--- config.mk ---
export PLATFORM = sky130hd
export DESIGN_NAME = ebpm_top
export DESIGN_NICKNAME = d
export VERILOG_FILES = /design/src/include/ebpm_pkg.sv /design/src/hw/ebpm_top.sv
export VERILOG_INCLUDE_DIRS = /design/src /design/src/include
export SDC_FILE = /design/constraint.sdc
export NUM_CORES = 1
export LEC_CHECK = 0
export BUFFER_PORTS_ARGS = -buffer_cell sky130_fd_sc_hd__buf_2
export CAP_MARGIN = 40
export CORE_MARGIN = 2
export CORE_UTILIZATION = 45
export DETAILED_ROUTE_END_ITERATION = 10
export MAX_ROUTING_LAYER = met4
export PLACE_DENSITY = 0.7
export SLEW_MARGIN = 15
export SYNTH_ARGS = -nofsm -noshare
export SYNTH_HDL_FRONTEND = slang
export SYNTH_SLANG_ARGS = --single-unit
--- constraint.sdc ---
create_clock -name mclk -period 2.1 [get_ports mclk]
set_input_delay 0.21 -clock mclk [delete_from_list [all_inputs] [get_ports mclk]]
set_output_delay 0.21 -clock mclk [all_outputs]
set_load 0.01 [all_outputs]
--- src/include/ebpm_params.svh ---
`ifndef EBPM_PARAMS_SVH
`define EBPM_PARAMS_SVH
// ****************************************************************
// register offsets (byte addresses)
// ****************************************************************
`define EBPM_OFF_FUNC_EN   12'h000
`define EBPM_OFF_CS_EN     12'h004
`define EBPM_OFF_MODE      12'h008
`define EBPM_OFF_PORT_OUT  12'h00c
`define EBPM_OFF_PORT_DIR  12'h010
`define EBPM_OFF_PIN_STAT  12'h014
`define EBPM_OFF_BUS_CTRL  12'h018
// ****************************************************************
// field positions of the function enable register
// ****************************************************************
`define EBPM_FE_ACK        0
`define EBPM_FE_END        1
`define EBPM_FE_STOP       2
`define EBPM_FE_FLYWR      3
`define EBPM_FE_FLYRD      4
`define EBPM_FE_RDY        5
`define EBPM_FE_GRANT      6
`define EBPM_FE_REQ        7
`define EBPM_FE_WRB        8
`define EBPM_FE_SRAMWE     9
`define EBPM_FE_DREQSRC    10
`define EBPM_FE_WIDTH      11
// ****************************************************************
// reset values
// ****************************************************************
`define EBPM_RST_FUNC_EN   11'h000
`define EBPM_RST_CS_EN     8'h00
`define EBPM_RST_PORT      16'h0000
`define EBPM_PORT_W        16
`endif

--- src/include/ebpm_pkg.sv ---
package ebpm_pkg;
  typedef enum logic [1:0] {
    EBPM_OKAY   = 2'h0,
    EBPM_SLVERR = 2'h2
  } ebpm_resp_e;
  typedef logic [15:0] ebpm_port_t;
  typedef enum {
    EBPM_BUS_IDLE,
    EBPM_BUS_ACTIVE,
    EBPM_BUS_RELEASED
  } ebpm_bus_e;
endpackage

--- src/hw/ebpm_top.sv ---
// Behaviour
// - dma request pin sampled always when chosen as start source; port drive then off
// - dma acknowledge drives shared pin only while ack setting enabled
// - shared ack pin is port b bit 4 when ack and end settings both disabled
// - dma transfer-end drives shared ack pin only while end setting enabled
// - dma stop input recognised only while stop input setting enabled
// - stop pin is port b bit 5 only when end and stop both disabled
// - fly-by write strobe on pin when enabled, else port b bit 6
// - fly-by read strobe on pin when enabled, else port b bit 7
// - each of eight area selects has own enable, else port a bit
// - ready honoured only while enabled, else pin is port 8 bit 0
// - grant driven low while bus released, when grant setting enabled
// - grant setting disabled makes grant pin port 8 bit 1
// - request setting disabled makes request pin port 8 bit 2
// - dedicated read strobe output, never shared
// - sram mode: write strobe a carries upper byte mask
// - sram mode: write strobe b carries lower byte mask
// - write strobe b enable off makes pin port 8 bit 5
// - sram write strobe driven only while enabled, else port 9 bit 7
//
// Implementation choices: the AXI4-Lite interface to the registers and the register addresses.
`include "ebpm_params.svh"
`timescale 1ns/1ns
`default_nettype none
module ebpm_top (
  input  wire logic                mclk,
  input  wire logic                rst_n,
  // axi4-lite slave
  input  wire logic [11:0]         s_axi_awaddr,
  input  wire logic                s_axi_awvalid,
  output logic                     s_axi_awready,
  input  wire logic [31:0]         s_axi_wdata,
  input  wire logic [3:0]          s_axi_wstrb,
  input  wire logic                s_axi_wvalid,
  output logic                     s_axi_wready,
  output ebpm_pkg::ebpm_resp_e     s_axi_bresp,
  output logic                     s_axi_bvalid,
  input  wire logic                s_axi_bready,
  input  wire logic [11:0]         s_axi_araddr,
  input  wire logic                s_axi_arvalid,
  output logic                     s_axi_arready,
  output logic [31:0]              s_axi_rdata,
  output ebpm_pkg::ebpm_resp_e     s_axi_rresp,
  output logic                     s_axi_rvalid,
  input  wire logic                s_axi_rready,
  // internal function sources
  input  wire logic                dma_ack_int,
  input  wire logic                dma_end_int,
  input  wire logic                flyby_wr_int,
  input  wire logic                flyby_rd_int,
  input  wire logic [7:0]          area_sel_int,
  input  wire logic                bus_rd_int,
  input  wire logic                bus_wr_a_int,
  input  wire logic                bus_wr_b_int,
  input  wire logic                sram_we_int,
  input  wire logic                sram_ub_int,
  input  wire logic                sram_lb_int,
  input  wire logic                bus_cycle_start,
  // pins as in/out/oe triples
  input  wire ebpm_pkg::ebpm_port_t pin_in,
  output ebpm_pkg::ebpm_port_t     pin_out,
  output ebpm_pkg::ebpm_port_t     pin_oe,
  output logic                     bus_read_strobe_n,
  // decoded inputs to the core
  output logic                     dma_request_ch1,
  output logic                     dma_stop_ch1,
  output logic                     bus_wait,
  output logic                     bus_released
);
  import ebpm_pkg::*;

  // pin index map in pin_in/pin_out/pin_oe
  localparam int P_DREQ = 0;
  localparam int P_ACK  = 1;
  localparam int P_STOP = 2;
  localparam int P_FWR  = 3;
  localparam int P_FRD  = 4;
  localparam int P_CS0  = 5;
  localparam int P_RDY  = 13;
  localparam int P_GNT  = 14;
  localparam int P_REQ  = 15;
  // the strobe pins follow the port image bits above 15 would overflow,
  // so they take register bits 18:16 via a second vector
  logic [2:0] strobe_pin_unused;

  // ****************************************************************
  // registers
  // ****************************************************************
  logic [10:0] func_en;
  logic [7:0]  cs_en;
  logic        sram_mode;
  logic [15:0] port_out;
  logic [15:0] port_dir;
  logic [2:0]  strb_out;
  logic [2:0]  strb_dir;
  logic        bus_busy;
  ebpm_bus_e   bus_st;

  // ****************************************************************
  // axi4-lite write path
  // ****************************************************************
  logic        aw_held, w_held;
  logic [11:0] aw_addr;
  logic [31:0] w_data;
  logic [3:0]  w_strb;
  wire         do_write = aw_held && w_held && !s_axi_bvalid;
  wire         wr_hit = (aw_addr == `EBPM_OFF_FUNC_EN) || (aw_addr == `EBPM_OFF_CS_EN) ||
                        (aw_addr == `EBPM_OFF_MODE) || (aw_addr == `EBPM_OFF_PORT_OUT) ||
                        (aw_addr == `EBPM_OFF_PORT_DIR) || (aw_addr == `EBPM_OFF_PIN_STAT) ||
                        (aw_addr == `EBPM_OFF_BUS_CTRL);
  wire         wr_low  = w_strb[0];
  wire         wr_high = w_strb[1];

  always_ff @(posedge mclk) begin
    if (!rst_n) begin
      aw_held <= 1'b0;
      w_held  <= 1'b0;
      aw_addr <= 12'h000;
      w_data  <= 32'h0000_0000;
      w_strb  <= 4'h0;
    end else begin
      if (s_axi_awvalid && s_axi_awready) begin
        aw_held <= 1'b1;
        aw_addr <= s_axi_awaddr;
      end else if (do_write) begin
        aw_held <= 1'b0;
      end
      if (s_axi_wvalid && s_axi_wready) begin
        w_held <= 1'b1;
        w_data <= s_axi_wdata;
        w_strb <= s_axi_wstrb;
      end else if (do_write) begin
        w_held <= 1'b0;
      end
    end
  end

  always_ff @(posedge mclk) begin
    if (!rst_n) begin
      s_axi_awready <= 1'b0;
      s_axi_wready  <= 1'b0;
      s_axi_bvalid  <= 1'b0;
      s_axi_bresp   <= EBPM_OKAY;
    end else begin
      s_axi_awready <= !aw_held && !(s_axi_awvalid && s_axi_awready);
      s_axi_wready  <= !w_held && !(s_axi_wvalid && s_axi_wready);
      if (do_write) begin
        s_axi_bvalid <= 1'b1;
        s_axi_bresp  <= wr_hit ? EBPM_OKAY : EBPM_SLVERR;
      end else if (s_axi_bready) begin
        s_axi_bvalid <= 1'b0;
      end
    end
  end

  always_ff @(posedge mclk) begin
    if (!rst_n) begin
      func_en   <= `EBPM_RST_FUNC_EN;
      cs_en     <= `EBPM_RST_CS_EN;
      sram_mode <= 1'b0;
      port_out  <= `EBPM_RST_PORT;
      port_dir  <= `EBPM_RST_PORT;
      strb_out  <= 3'h0;
      strb_dir  <= 3'h0;
    end else if (do_write) begin
      case (aw_addr)
        `EBPM_OFF_FUNC_EN: begin
          if (wr_low) func_en[7:0] <= w_data[7:0];
          if (wr_high) func_en[10:8] <= w_data[10:8];
        end
        `EBPM_OFF_CS_EN: if (wr_low) cs_en <= w_data[7:0];
        `EBPM_OFF_MODE: if (wr_low) sram_mode <= w_data[0];
        `EBPM_OFF_PORT_OUT: begin
          if (wr_low) port_out[7:0] <= w_data[7:0];
          if (wr_high) port_out[15:8] <= w_data[15:8];
          if (w_strb[2]) strb_out <= w_data[18:16];
        end
        `EBPM_OFF_PORT_DIR: begin
          if (wr_low) port_dir[7:0] <= w_data[7:0];
          if (wr_high) port_dir[15:8] <= w_data[15:8];
          if (w_strb[2]) strb_dir <= w_data[18:16];
        end
        default: ;
      endcase
    end
  end

  // ****************************************************************
  // pin selection
  // ****************************************************************
  wire en_ack   = func_en[`EBPM_FE_ACK];
  wire en_end   = func_en[`EBPM_FE_END];
  wire en_stop  = func_en[`EBPM_FE_STOP];
  wire en_rdy   = func_en[`EBPM_FE_RDY];
  wire en_gnt   = func_en[`EBPM_FE_GRANT];
  wire en_req   = func_en[`EBPM_FE_REQ];
  wire en_dreq  = func_en[`EBPM_FE_DREQSRC];
  wire en_wrb   = func_en[`EBPM_FE_WRB];
  wire en_sramwe = func_en[`EBPM_FE_SRAMWE];

  // ack outranks end when both are set
  wire ack_val  = en_ack ? dma_ack_int : dma_end_int;
  wire ack_func = en_ack || en_end;
  // stop pin stays a port only if neither end nor stop owns it
  wire stop_gp  = !en_end && !en_stop;

  logic [15:0] func_sel;
  logic [15:0] func_val;
  always_comb begin
    func_sel = 16'h0000;
    func_val = 16'h0000;
    func_sel[P_DREQ] = en_dreq;
    func_sel[P_ACK]  = ack_func;
    func_val[P_ACK]  = ack_val;
    func_sel[P_STOP] = !stop_gp;
    func_sel[P_FWR]  = func_en[`EBPM_FE_FLYWR];
    func_val[P_FWR]  = flyby_wr_int;
    func_sel[P_FRD]  = func_en[`EBPM_FE_FLYRD];
    func_val[P_FRD]  = flyby_rd_int;
    func_sel[P_CS0 +: 8] = cs_en;
    func_val[P_CS0 +: 8] = area_sel_int;
    func_sel[P_RDY]  = en_rdy;
    func_sel[P_GNT]  = en_gnt;
    func_val[P_GNT]  = !bus_released;
    func_sel[P_REQ]  = en_req;
  end
  // pins that are functional inputs are never driven
  // dreq, stop, ready and request are inputs; grant (bit 14) is an output
  wire [15:0] func_is_out = 16'h5ffa & func_sel;
  wire [15:0] next_oe  = func_is_out | (~func_sel & port_dir);
  wire [15:0] next_out = (func_is_out & func_val) | (~func_sel & port_out);

  // write strobe pins: a, b (port 8 bit 5), sram write (port 9 bit 7)
  wire next_wra = sram_mode ? sram_ub_int : bus_wr_a_int;
  wire next_wrb = !en_wrb ? strb_out[1] : (sram_mode ? sram_lb_int : bus_wr_b_int);
  wire next_we  = (sram_mode && en_sramwe) ? sram_we_int : strb_out[2];
  wire we_oe    = (sram_mode && en_sramwe) || strb_dir[2];
  wire wrb_oe   = en_wrb || strb_dir[1];

  // ****************************************************************
  // bus release and wait handling
  // ****************************************************************
  wire req_act  = en_req && pin_in[P_REQ];
  wire rdy_low  = en_rdy && !pin_in[P_RDY];

  always_ff @(posedge mclk) begin
    if (!rst_n) begin
      bus_st <= EBPM_BUS_IDLE;
    end else begin
      case (bus_st)
        EBPM_BUS_IDLE: begin
          if (req_act) bus_st <= EBPM_BUS_RELEASED;
          else if (bus_cycle_start) bus_st <= EBPM_BUS_ACTIVE;
        end
        EBPM_BUS_ACTIVE: if (!rdy_low) bus_st <= EBPM_BUS_IDLE;
        EBPM_BUS_RELEASED: if (!req_act) bus_st <= EBPM_BUS_IDLE;
        default: bus_st <= EBPM_BUS_IDLE;
      endcase
    end
  end
  assign bus_busy = (bus_st == EBPM_BUS_ACTIVE);

  // ****************************************************************
  // registered outputs
  // ****************************************************************
  logic [2:0] strb_reg;
  logic [2:0] strb_oe_reg;
  always_ff @(posedge mclk) begin
    if (!rst_n) begin
      pin_out           <= 16'h0000;
      pin_oe            <= 16'h0000;
      strb_reg          <= 3'h7;
      strb_oe_reg       <= 3'h0;
      bus_read_strobe_n <= 1'b1;
      dma_request_ch1   <= 1'b0;
      dma_stop_ch1      <= 1'b0;
      bus_wait          <= 1'b0;
      bus_released      <= 1'b0;
    end else begin
      pin_out           <= next_out;
      pin_oe            <= next_oe;
      strb_reg          <= {next_we, next_wrb, next_wra};
      strb_oe_reg       <= {we_oe, wrb_oe, 1'b1};
      bus_read_strobe_n <= bus_rd_int;
      dma_request_ch1   <= en_dreq && pin_in[P_DREQ];
      dma_stop_ch1      <= en_stop && pin_in[P_STOP];
      bus_wait          <= bus_busy && rdy_low;
      bus_released      <= (bus_st == EBPM_BUS_RELEASED);
    end
  end
  assign strobe_pin_unused = strb_oe_reg;

  // ****************************************************************
  // axi4-lite read path
  // ****************************************************************
  logic [31:0] rd_mux;
  always_comb begin
    case (s_axi_araddr)
      `EBPM_OFF_FUNC_EN:  rd_mux = {21'h0, func_en};
      `EBPM_OFF_CS_EN:    rd_mux = {24'h0, cs_en};
      `EBPM_OFF_MODE:     rd_mux = {31'h0, sram_mode};
      `EBPM_OFF_PORT_OUT: rd_mux = {13'h0, strb_out, port_out};
      `EBPM_OFF_PORT_DIR: rd_mux = {13'h0, strb_dir, port_dir};
      `EBPM_OFF_PIN_STAT: rd_mux = {13'h0, strb_reg, pin_in};
      `EBPM_OFF_BUS_CTRL: rd_mux = {29'h0, bus_wait, bus_released, bus_busy};
      default:            rd_mux = 32'h0000_0000;
    endcase
  end
  wire rd_hit = (s_axi_araddr <= `EBPM_OFF_BUS_CTRL) && (s_axi_araddr[1:0] == 2'h0);

  always_ff @(posedge mclk) begin
    if (!rst_n) begin
      s_axi_arready <= 1'b0;
      s_axi_rvalid  <= 1'b0;
      s_axi_rdata   <= 32'h0000_0000;
      s_axi_rresp   <= EBPM_OKAY;
    end else begin
      s_axi_arready <= !s_axi_rvalid && !s_axi_arready;
      if (s_axi_arvalid && s_axi_arready) begin
        s_axi_rvalid <= 1'b1;
        s_axi_rdata  <= rd_mux;
        s_axi_rresp  <= rd_hit ? EBPM_OKAY : EBPM_SLVERR;
      end else if (s_axi_rready) begin
        s_axi_rvalid <= 1'b0;
      end
    end
  end

  // ****************************************************************
  // checks
  // ****************************************************************
  AST_ACK_PRIO: assert property (@(posedge mclk) disable iff (!rst_n)
    en_ack ##1 1'b1 |-> pin_out[P_ACK] == $past(dma_ack_int))
    else $error("ack pin not showing acknowledge");
  AST_ACK_GPIO: assert property (@(posedge mclk) disable iff (!rst_n)
    !en_ack && !en_end |=> pin_oe[P_ACK] == $past(port_dir[P_ACK]))
    else $error("ack pin not port bit");
  AST_STOP_IN: assert property (@(posedge mclk) disable iff (!rst_n)
    !en_stop |=> !dma_stop_ch1)
    else $error("stop seen while disabled");
  AST_STOP_NODRV: assert property (@(posedge mclk) disable iff (!rst_n)
    !stop_gp |=> !pin_oe[P_STOP])
    else $error("stop pin driven while functional");
  AST_CS_SEL: assert property (@(posedge mclk) disable iff (!rst_n)
    cs_en[0] |=> pin_oe[P_CS0] && pin_out[P_CS0] == $past(area_sel_int[0]))
    else $error("area select 0 not on pin");
  AST_GRANT: assert property (@(posedge mclk) disable iff (!rst_n)
    en_gnt && bus_released |=> !pin_out[P_GNT])
    else $error("grant not low while released");
  AST_WAIT: assert property (@(posedge mclk) disable iff (!rst_n)
    bus_busy && rdy_low |=> bus_wait ##0 bus_st == EBPM_BUS_ACTIVE)
    else $error("cycle not stretched");
  AST_DREQ_NODRV: assert property (@(posedge mclk) disable iff (!rst_n)
    en_dreq |=> !pin_oe[P_DREQ])
    else $error("request pin driven");
  AST_REQ_OFF: assert property (@(posedge mclk) disable iff (!rst_n)
    !en_req |=> bus_st != EBPM_BUS_RELEASED)
    else $error("release with request disabled");
  COV_RELEASE: cover property (@(posedge mclk) disable iff (!rst_n) req_act ##1 bus_released);
  COV_WAIT:    cover property (@(posedge mclk) disable iff (!rst_n) bus_wait [*3]);
  COV_BOTH:    cover property (@(posedge mclk) disable iff (!rst_n) en_ack && en_end);
endmodule
`default_nettype wire

# Word level (Yosys, flattened, before mapping)
# Cells that the tools add are included.
# W data, S select, Z words.
[word_totals] reg_bits=207 inputBits=102 wordCells=132
[op_classes] magnitude_cmp=1 eq_ne=19 muxes=20 bitwise_logic=6 reduce_logical=54
[op_table] cell="$pmux W19 S7" count=1
[op_table] cell="$mux W32" count=4
[op_table] cell="$pmux W32 S3" count=1
[op_table] cell="$eq A12 B5 Y1 const B" count=6
[op_table] cell="$eq A32 B2 Y1 const B" count=2
[op_table] cell="$eq A12 B4 Y1 const B" count=4
[op_table] cell="$reduce_and A3 Y1" count=11
[op_table] cell="$and A16 B16 Y16" count=2
[op_table] cell="$eq A32 B1 Y1 const B" count=1
[op_table] cell="$eq A32 B3 Y1 const B" count=1
[op_table] cell="$logic_not A32 Y1" count=1
[op_table] cell="$or A15 B16 Y16" count=2
[op_table] cell="$eq A12 B3 Y1 const B" count=2
[op_table] cell="$logic_not A12 Y1" count=2
[op_table] cell="$logic_and A1 B1 Y1" count=16
[op_table] cell="$not A16 Y16" count=1
[op_table] cell="$and A15 B15 Y15" count=1
[op_table] cell="$le A12 B5 Y1 const B" count=1
[op_table] cell="$logic_not A1 Y1" count=12
[op_table] cell="$mux W1" count=12
[op_table] cell="$reduce_bool A2 Y1" count=4
[op_table] cell="$logic_or A1 B1 Y1" count=7
[op_table] cell="$mux W2" count=2
[op_table] cell="$ne A2 B2 Y1 const B" count=2
[op_table] cell="2 further kinds" count=2

# Logic depth before layout (Yosys ltp)
# Gate-level depths: netlist (run 1).
[logic_depth] ltp_word=8 ltp_mapped=7

# Worst setup path after synthesis (run 1)
# Ideal clock, no wire load.
[synth_path] path_kind="register to register" from="register aw_addr[0]" to="register port_out[12]" t_arrival_ps=1878 slack_ps=90 path_stages_with_launch=8 n_path_buf=3 period_less_slack_ps=2010 path_cell_list="dfxtp_1 -> or4_4 -> buf_6 -> or4_4 -> buf_6 -> buf_8 -> o21ai_1 -> a21oi_1"
[synth_via] elab_chain_cells=2
[synth_rtl] element="start, declared" line="ebpm_top.sv:103" rtl="logic [11:0] aw_addr;"
[synth_rtl] element="start signal, assigned" line="ebpm_top.sv:124" rtl="aw_addr <= s_axi_awaddr;"
[synth_rtl] element="$eq A12 B4 Y1" line="ebpm_top.sv:166" rtl="case (aw_addr)"
[synth_rtl] element="$reduce_and A3 Y1 (no line)"
[synth_rtl] element="end signal, assigned" line="ebpm_top.sv:161" rtl="port_out <= `EBPM_RST_PORT;"
[synth_rtl] element="end signal, assigned" line="ebpm_top.sv:175" rtl="if (wr_high) port_out[15:8] <= w_data[15:8];"
[synth_rtl] element="end, declared" line="ebpm_top.sv:92" rtl="logic [15:0] port_out;"
# No other way between the ends.
# A chain may end at the register's enable or synchronous reset.

# Worst setup path after layout (run 1)
[layout_path] from="register aw_addr[9]" to="register port_dir[5]"
[layout_via] elab_chain_cells=2
[layout_rtl] element="$eq A12 B5 Y1" line="ebpm_top.sv:166"
[layout_rtl] element="$reduce_and A3 Y1 (no line)"
[layout_rtl] element="end signal, assigned" line="ebpm_top.sv:162" rtl="port_dir <= `EBPM_RST_PORT;"
[layout_rtl] element="end signal, assigned" line="ebpm_top.sv:179" rtl="if (wr_low) port_dir[7:0] <= w_data[7:0];"
[layout_rtl] element="end, declared" line="ebpm_top.sv:93" rtl="logic [15:0] port_dir;"
# No other way between the ends.

==> results of run 1 <==
-- cell families (layout without fill, tap and decap cells) --
group,after synthesis,count (layout),synth area share (%)
simple gates,296,296,22.3
compound gates,218,218,18.6
flops,162,162,48.2
buf+inv,76,214,6.06
mux,31,31,4.82
other cells,1,15,0.0557
-- how the worst max path moves through the flow --
| stage | startpoint | end | slack [ns] | cells past startpoint |
|---|---|---|---|---|
| final | aw_addr[9] | port_dir[5] | 0.10 | 4 |
| after global routing | aw_addr[0] | port_dir[3] | 0.01 | 4 |
| after CTS | aw_addr[0] | strb_out[1] | 0.12 | 4 |
| after detailed placement | s_axi_araddr[8] | s_axi_rdata[16] | 0.08 | 6 |
| after global placement | s_axi_araddr[8] | s_axi_rdata[12] | 0.15 | 6 |
| after floorplan | aw_addr[0] | port_out[12] | 0.09 | 7 |
-- routing by layer --
layer / vias up / track usage (%)
li1: 3029 / -
met5: - / -
met3: 24 / 4.98
met1: 2826 / 34.3
met2: 248 / 32.4
met4: 0 / 7.56
-- cell usage in the layout (no fill, tap or decap), types with 6 or more instances in the layout --
cell,instances
clkbuf_16,17
nand2b_1,6
nor3_1,10
buf_4,24
nor3b_1,9
nor2_1,42
mux2i_1,29
dfxtp_1,162
nand4_1,7
o21ai_0,45
a22oi_1,19
a21oi_1,104
nand3_1,55
o21ai_1,23
nand2_1,115
buf_2,150
conb_1,15
a22o_1,11
-- report_power, final --
| part | switching (uW) | leakage [uW] | internal (uW) |
|---|---|---|---|
| Combinational | 265 | 0.00164 | 162 |
| Sequential | 50.6 | 0.00131 | 3120 |
| Clock | 1250 | 0.000289 | 2030 |
| Total | 1560 | 0.00324 | 5310 |
-- stage by stage --
stage	hold WS (ns)	setup slack (ns)	total power, uW
2_1_floorplan	0.311	0.0897	3500
5_1_grt	0.00875	0.0106	7110
4_1_cts	0.000230	0.116	6920
3_5_place_dp	0.393	0.0769	3660
3_3_place_gp	0.398	0.146	3650
6_report	0.0165	0.105	6870
-- area by class of cell --
type	instances	area, um^2	share of cell area (%)
Tap cell	184	230	2.79
Inverter	2	8.76	0.106
Clock inverter	12	180	2.18
Clock buffer	20	447	5.41
Multi-Input combinational cell	560	3130	37.9
Timing Repair Buffer	180	1020	12.4
Sequential cell	162	3240	39.3
-- synthesized netlist by cell type, types with 5 or more instances --
| master | instances |
|---|---|
| a211oi_1 | 5 |
| a21oi_1 | 104 |
| a22o_1 | 11 |
| a22oi_1 | 19 |
| and3_1 | 5 |
| buf_4 | 16 |
| buf_6 | 6 |
| clkbuf_1 | 44 |
| dfxtp_1 | 162 |
| mux2i_1 | 29 |
| nand2_1 | 115 |
| nand2b_1 | 6 |
| nand3_1 | 55 |
| nand4_1 | 7 |
| nor2_1 | 42 |
| nor3_1 | 10 |
| nor3b_1 | 9 |
| o21ai_0 | 45 |
| o21ai_1 | 23 |
| o2bb2ai_1 | 5 |
| or3b_2 | 5 |
-- worst max-delay path: stages (launching register included) --
cell and delay, ns:
dfxtp_1 0.34, or4b_2 0.67, or4_1 0.56, o21ai_0 0.23, a21oi_1 0.08
==> flow_metrics.py, run 1 <==
metrics = {
    "outcome": {
        "status": "completed",
    },
    "cts": {
        "cts.reportedPaths.clkPinSlew_ns": 0.06,
        "postCtsSetupBuffers": 0,
        "cts_tree": "yes",
        "cts.sinks": 162,
        "cts_max_path_buffers": 2,
        "root_buffer": "clkbuf_16",
        "clk_latency_ns": 0.43,
        "postCtsHoldBufs": 3,
        "cts-buffers-inserted": 17,
        "ctsResizeCount": 0,
        "htreeDepth": 4,
    },
    "die": {
        "die_area_um2": 16000,
        "core_region_area_um2": 14600,
        "start_util_pct": 46.1,
        "io_pins": 180,
        "fp-row-count": 44,
        "die_width_um": 126,
        "die-height_um": 126,
    },
    "route": {
        "top_layer": "met4",
        "vias_per_cell": 5.47,
        "vias": 6127,
        "drcViolationCount": 0,
        "wl_per_cell_um": 16.4,
        "dr.pass1.iters": 6,
        "met2_length_mm": 7.84,
        "dr.first_iter.drc_count": 547,
        "met1Wirelength_mm": 8.87,
        "wl_mm": 18.4,
        "wl_met3_mm": 1.31,
        "ant_nets": 0,
    },
    "place": {
        "dpl.cell_count": 1085,
        "dp_hpwl_mm": 13.4,
        "port_buffers": 150,
        "place_congestion": 0.852,
        "placed_area_um2": 7600,
    },
    "hold_path": {
        "hold_end": "aw_addr[1]",
        "holdCritPathClass": "in2reg",
        "hold_depth": 3,
        "hold_path_startpoint": "s_axi_awaddr[1]",
    },
    "synthesis": {
        "yosys.area.top_type_share_pct": 48.2,
        "synth_ff_type": "dfxtp_1",
        "synth_edf_count": 0,
        "synth_cell_types": 55,
        "synth.avg_cell_area_um2": 8.58,
        "yosys.area.top_type": "dfxtp_1",
        "synth_seq_area_share_pct": 48.2,
        "async_flop_share_pct": 0,
        "synth_area_um2": 6730,
        "synth_warnings": 0,
        "synth_area_leaders": "dfxtp_1 48%, a21oi_1 7.7%, nand2_1 6.4%",
        "syn_inst": 784,
        "synth_seq_cells": 162,
    },
    "sta": {
        "tns_ns": 0,
        "min_period_ns": 2.00,
        "fin_crit_sh_pct": 95.0,
        "slew_headroom_pct": 47.8,
        "skew_ns": 0.0109,
        "finalHoldViolations": 0,
        "setup_viol": 0,
        "slew_viol_final": 0,
        "rsz0062_at_grt": "no",
        "worst_pin_slew_ns": 0.782,
        "fmax_mhz": 501,
    },
    "layout": {
        "largestRegisters": "s_axi_rdata: 19 flops, w_data: 19 flops",
        "drive_above_1_share_pct": 24.4,
        "stdcell_area_um2": 8260,
        "stdcell_count": 1120,
        "layout.nets": 1025,
        "fill_cells": 1352,
        "num_antenna_cells": 0,
        "synthToLayoutAreaGrowth_pct": 22.8,
        "fin_util_pct": 56.6,
    },
    "worst_setup_path": {
        "reg2reg_from": "aw_addr[9]",
        "criticalPathCategory": "reg2reg",
        "rr_endpoint": "port_dir[5]",
        "path_max_fanout": 8,
        "worstPathRequired_ns": 2.41,
        "r2r_setup_slack_ns": 0.10,
        "worstPathArrival_ns": 2.30,
        "critPathCaptureType": "flip-flop",
        "ff2ff_path_depth": 4,
        "cp-start-kind": "flip-flop",
    },
    "global_routing": {
        "grt_pass1_vias": 5276,
        "antenna_found_initial": 0,
        "grt_pass1_wl_mm": 28.8,
        "overflow": 0,
        "grt_max_degree": 49,
        "track_usage_pct": 23.5,
    },
    "power": {
        "peakVddDrop_mv": 0.533,
        "power_leakage_uw": 0.00324,
        "powerDensity_nw_per_um2": 832,
    },
    "run": {
        "maxCapViolCount": 0,
    },
}
No activity file was read; power rests on OpenSTA's default activity.
==> inputs of run 2 (changes only) <==
SETUP_SLACK_MARGIN = 0.4   (was not set)
==> run 2 against run 1 <==
Count of clock-buffer cells in the layout up 2. Design area up 4.1%. Register-to-register slack better by 0.08 ns. Flip-flop and latch count unchanged. Core utilization up 2.3 points. Setup slack better by 0.080 ns. Clock skew down 0.0038 ns. Sequential share of layout area down 1.5 points. Critical path type unchanged.
==> flow_metrics.py, run 2 (synthesis results as in run 1) <==
metrics = {
    "sta": {
        "slew_headroom_pct": 48.3,
        "tns_ns": 0,
        "fmax_mhz": 522,
        "min_period_ns": 1.92,
        "skew_ns": 0.00706,
        "slew_viol_final": 0,
        "setup_viol": 0,
        "fin_crit_sh_pct": 91.2,
        "rsz0062_at_grt": "yes",
        "worst_pin_slew_ns": 0.773,
        "finalHoldViolations": 0,
    },
    "route": {
        "ant_nets": 0,
        "dr.first_iter.drc_count": 613,
        "drcViolationCount": 0,
        "wl_mm": 19.5,
        "dr.pass1.iters": 5,
        "vias_per_cell": 5.58,
        "vias": 6327,
        "wl_per_cell_um": 17.2,
    },
    "die": {
        "die_width_um": 126,
        "io_pins": 180,
        "start_util_pct": 46.1,
        "die_area_um2": 16000,
        "fp-row-count": 44,
        "die-height_um": 126,
        "core_region_area_um2": 14600,
    },
    "worst_setup_path": {
        "critPathTopFamily": "simple AND/OR/NAND/NOR gates",
        "cp-start-kind": "flip-flop",
        "crit_slowest_cell": "or4_4",
        "path_buf_inv": 0,
        "criticalPathCategory": "reg2reg",
        "worstPathArrival_ns": 2.23,
        "path_cells": "or4_4, or4_4, o21ai_1, a21oi_1",
        "max_stage_delay_ns": 0.61,
        "critPathCaptureType": "flip-flop",
        "worst_path_most_repeated_cell": "or4_4",
        "worstPathRequired_ns": 2.41,
        "path_max_fanout": 8,
    },
    "place": {
        "port_buffers": 150,
        "dp_hpwl_mm": 13.5,
        "place_congestion": 0.835,
    },
    "power": {
        "power_leakage_uw": 0.00336,
        "intPower_uw": 5450,
        "power_uw": 7020,
        "power.share.sequential_pct": 45.3,
        "switching_power_uw": 1570,
        "p_comb_share_pct": 7.0,
        "peakVddDrop_mv": 0.611,
        "netSwitchingFraction_pct": 22.3,
        "powerDensity_nw_per_um2": 816,
        "p_clk_share_pct": 47.7,
    },
    "cts": {
        "cts-buffers-inserted": 17,
        "cts_max_path_buffers": 2,
        "cts.reportedPaths.clkPinSlew_ns": 0.06,
        "clk_latency_ns": 0.43,
        "root_buffer": "clkbuf_16",
        "cts_tree": "yes",
        "htreeDepth": 4,
        "cts.sinks": 162,
    },
    "global_routing": {
        "track_usage_pct": 24.0,
        "grt_max_degree": 30,
        "grt_pass1_vias": 5594,
        "overflow": 0,
        "grt_pass1_wl_mm": 29.4,
        "antenna_found_initial": 0,
    },
    "outcome": {
        "status": "completed",
    },
    "layout": {
        "layout.nets": 1040,
        "layout_common_cells": "157 x dfxtp_1, 150 x buf_2, 114 x nand2_1, 97 x a21oi_1, 53 x nand3_1",
        "layout_commonest_cell": "dfxtp_1",
        "synthToLayoutAreaGrowth_pct": 27.8,
        "largestRegisters": "s_axi_rdata: 19 flops, w_data: 19 flops",
        "drive_above_1_share_pct": 29.6,
        "num_antenna_cells": 0,
    },
    "run": {
        "maxCapViolCount": 0,
    },
    "hold_path": {
        "holdCritPathClass": "in2reg",
    },
}
==> run 2: cell count changes in the layout (fill, tap and decap cells not counted), moves of 6 or more <==
cell | before | now
o21ai_0 | 45 | 23
o21ai_2 | 1 | 18
buf_6 | 0 | 6
buf_4 | 24 | 30
a21oi_1 | 104 | 97
a21oi_2 | 0 | 7
==> run 2: through the flow <==
stage | setup WS (ns) | cell area [um^2] | cells | hold WS [ns] | utilization, %
2_1_floorplan | 0.163 | 6810 | 798 | 0.311 | -
3_3_place_gp | 0.119 | 7640 | 1085 | 0.398 | 52.4
3_5_place_dp | 0.101 | 7640 | 1085 | 0.404 | 52.4
4_1_cts | 0.195 | 8410 | 1125 | 0.000394 | 57.6
5_1_grt | 0.133 | 8600 | 1134 | 0.0159 | 59.0
6_report | 0.185 | 8600 | 1134 | 0.0132 | 59.0
==> run 2: layer usage <==
layer | global-route usage [%] | vias up | part of all wire (%) | routed length (um)
met1 | 33.0 | 2936 | 47 | 9120
met3 | 5.82 | 30 | 8.3 | 1630
met5 | - | - | 0 | 0
met2 | 34.9 | 288 | 43 | 8480
met4 | 7.95 | 0 | 1.6 | 322
li1 | - | 3073 | - | -
==> run 2: worst paths after layout <==
| kind | start | end | slack [ns] | cells after the start |
|---|---|---|---|---|
| worst max register to register | aw_addr[1] | func_en[5] | 0.18 | 4 |
| worst max-delay path | aw_addr[1] | func_en[5] | 0.18 | 4 |
| worst min register to register | s_axi_rdata[13] | s_axi_rdata[13] | 0.44 | 2 |
| worst min-delay path | bus_wr_a_int | strb_reg[0] | 0.01 | 3 |
==> run 2: repair_timing <==
item / 4_1_cts / 5_1_grt
pin swaps: 11 / 28
resized for setup: 24 / 47
hold buffers: 1 / 0
endpoints found under the hold margin: 1 / 0
buffers inserted: 5 / 3
setup endpoints to repair: 43 / 65
cloned: 3 / 6
==> run 2: final cells by class <==
type	count	area (um^2)
tap	184	230
inverter	2	8.76
clock inverter	9	180
sequential	162	3250
fill	1304	5990
timing repair buffer	191	1130
clock buffer	22	454
multi-input combinational	564	3340
==> run 2: tightest hold or removal path, stage by stage <==
cell,delay (ns)
buf_2,0.07
mux2i_1,0.06
nand2_1,0.06
==> run 2: power by group through the flow <==
stage          registers [uW]  logic, uW  clock network, uW
2_1_floorplan            3230        280                  0
3_3_place_gp             3240        429                  0
3_5_place_dp             3240        432                  0
4_1_cts                  3170        460               3390
5_1_grt                  3180        536               3530
6_report                 3180        494               3350
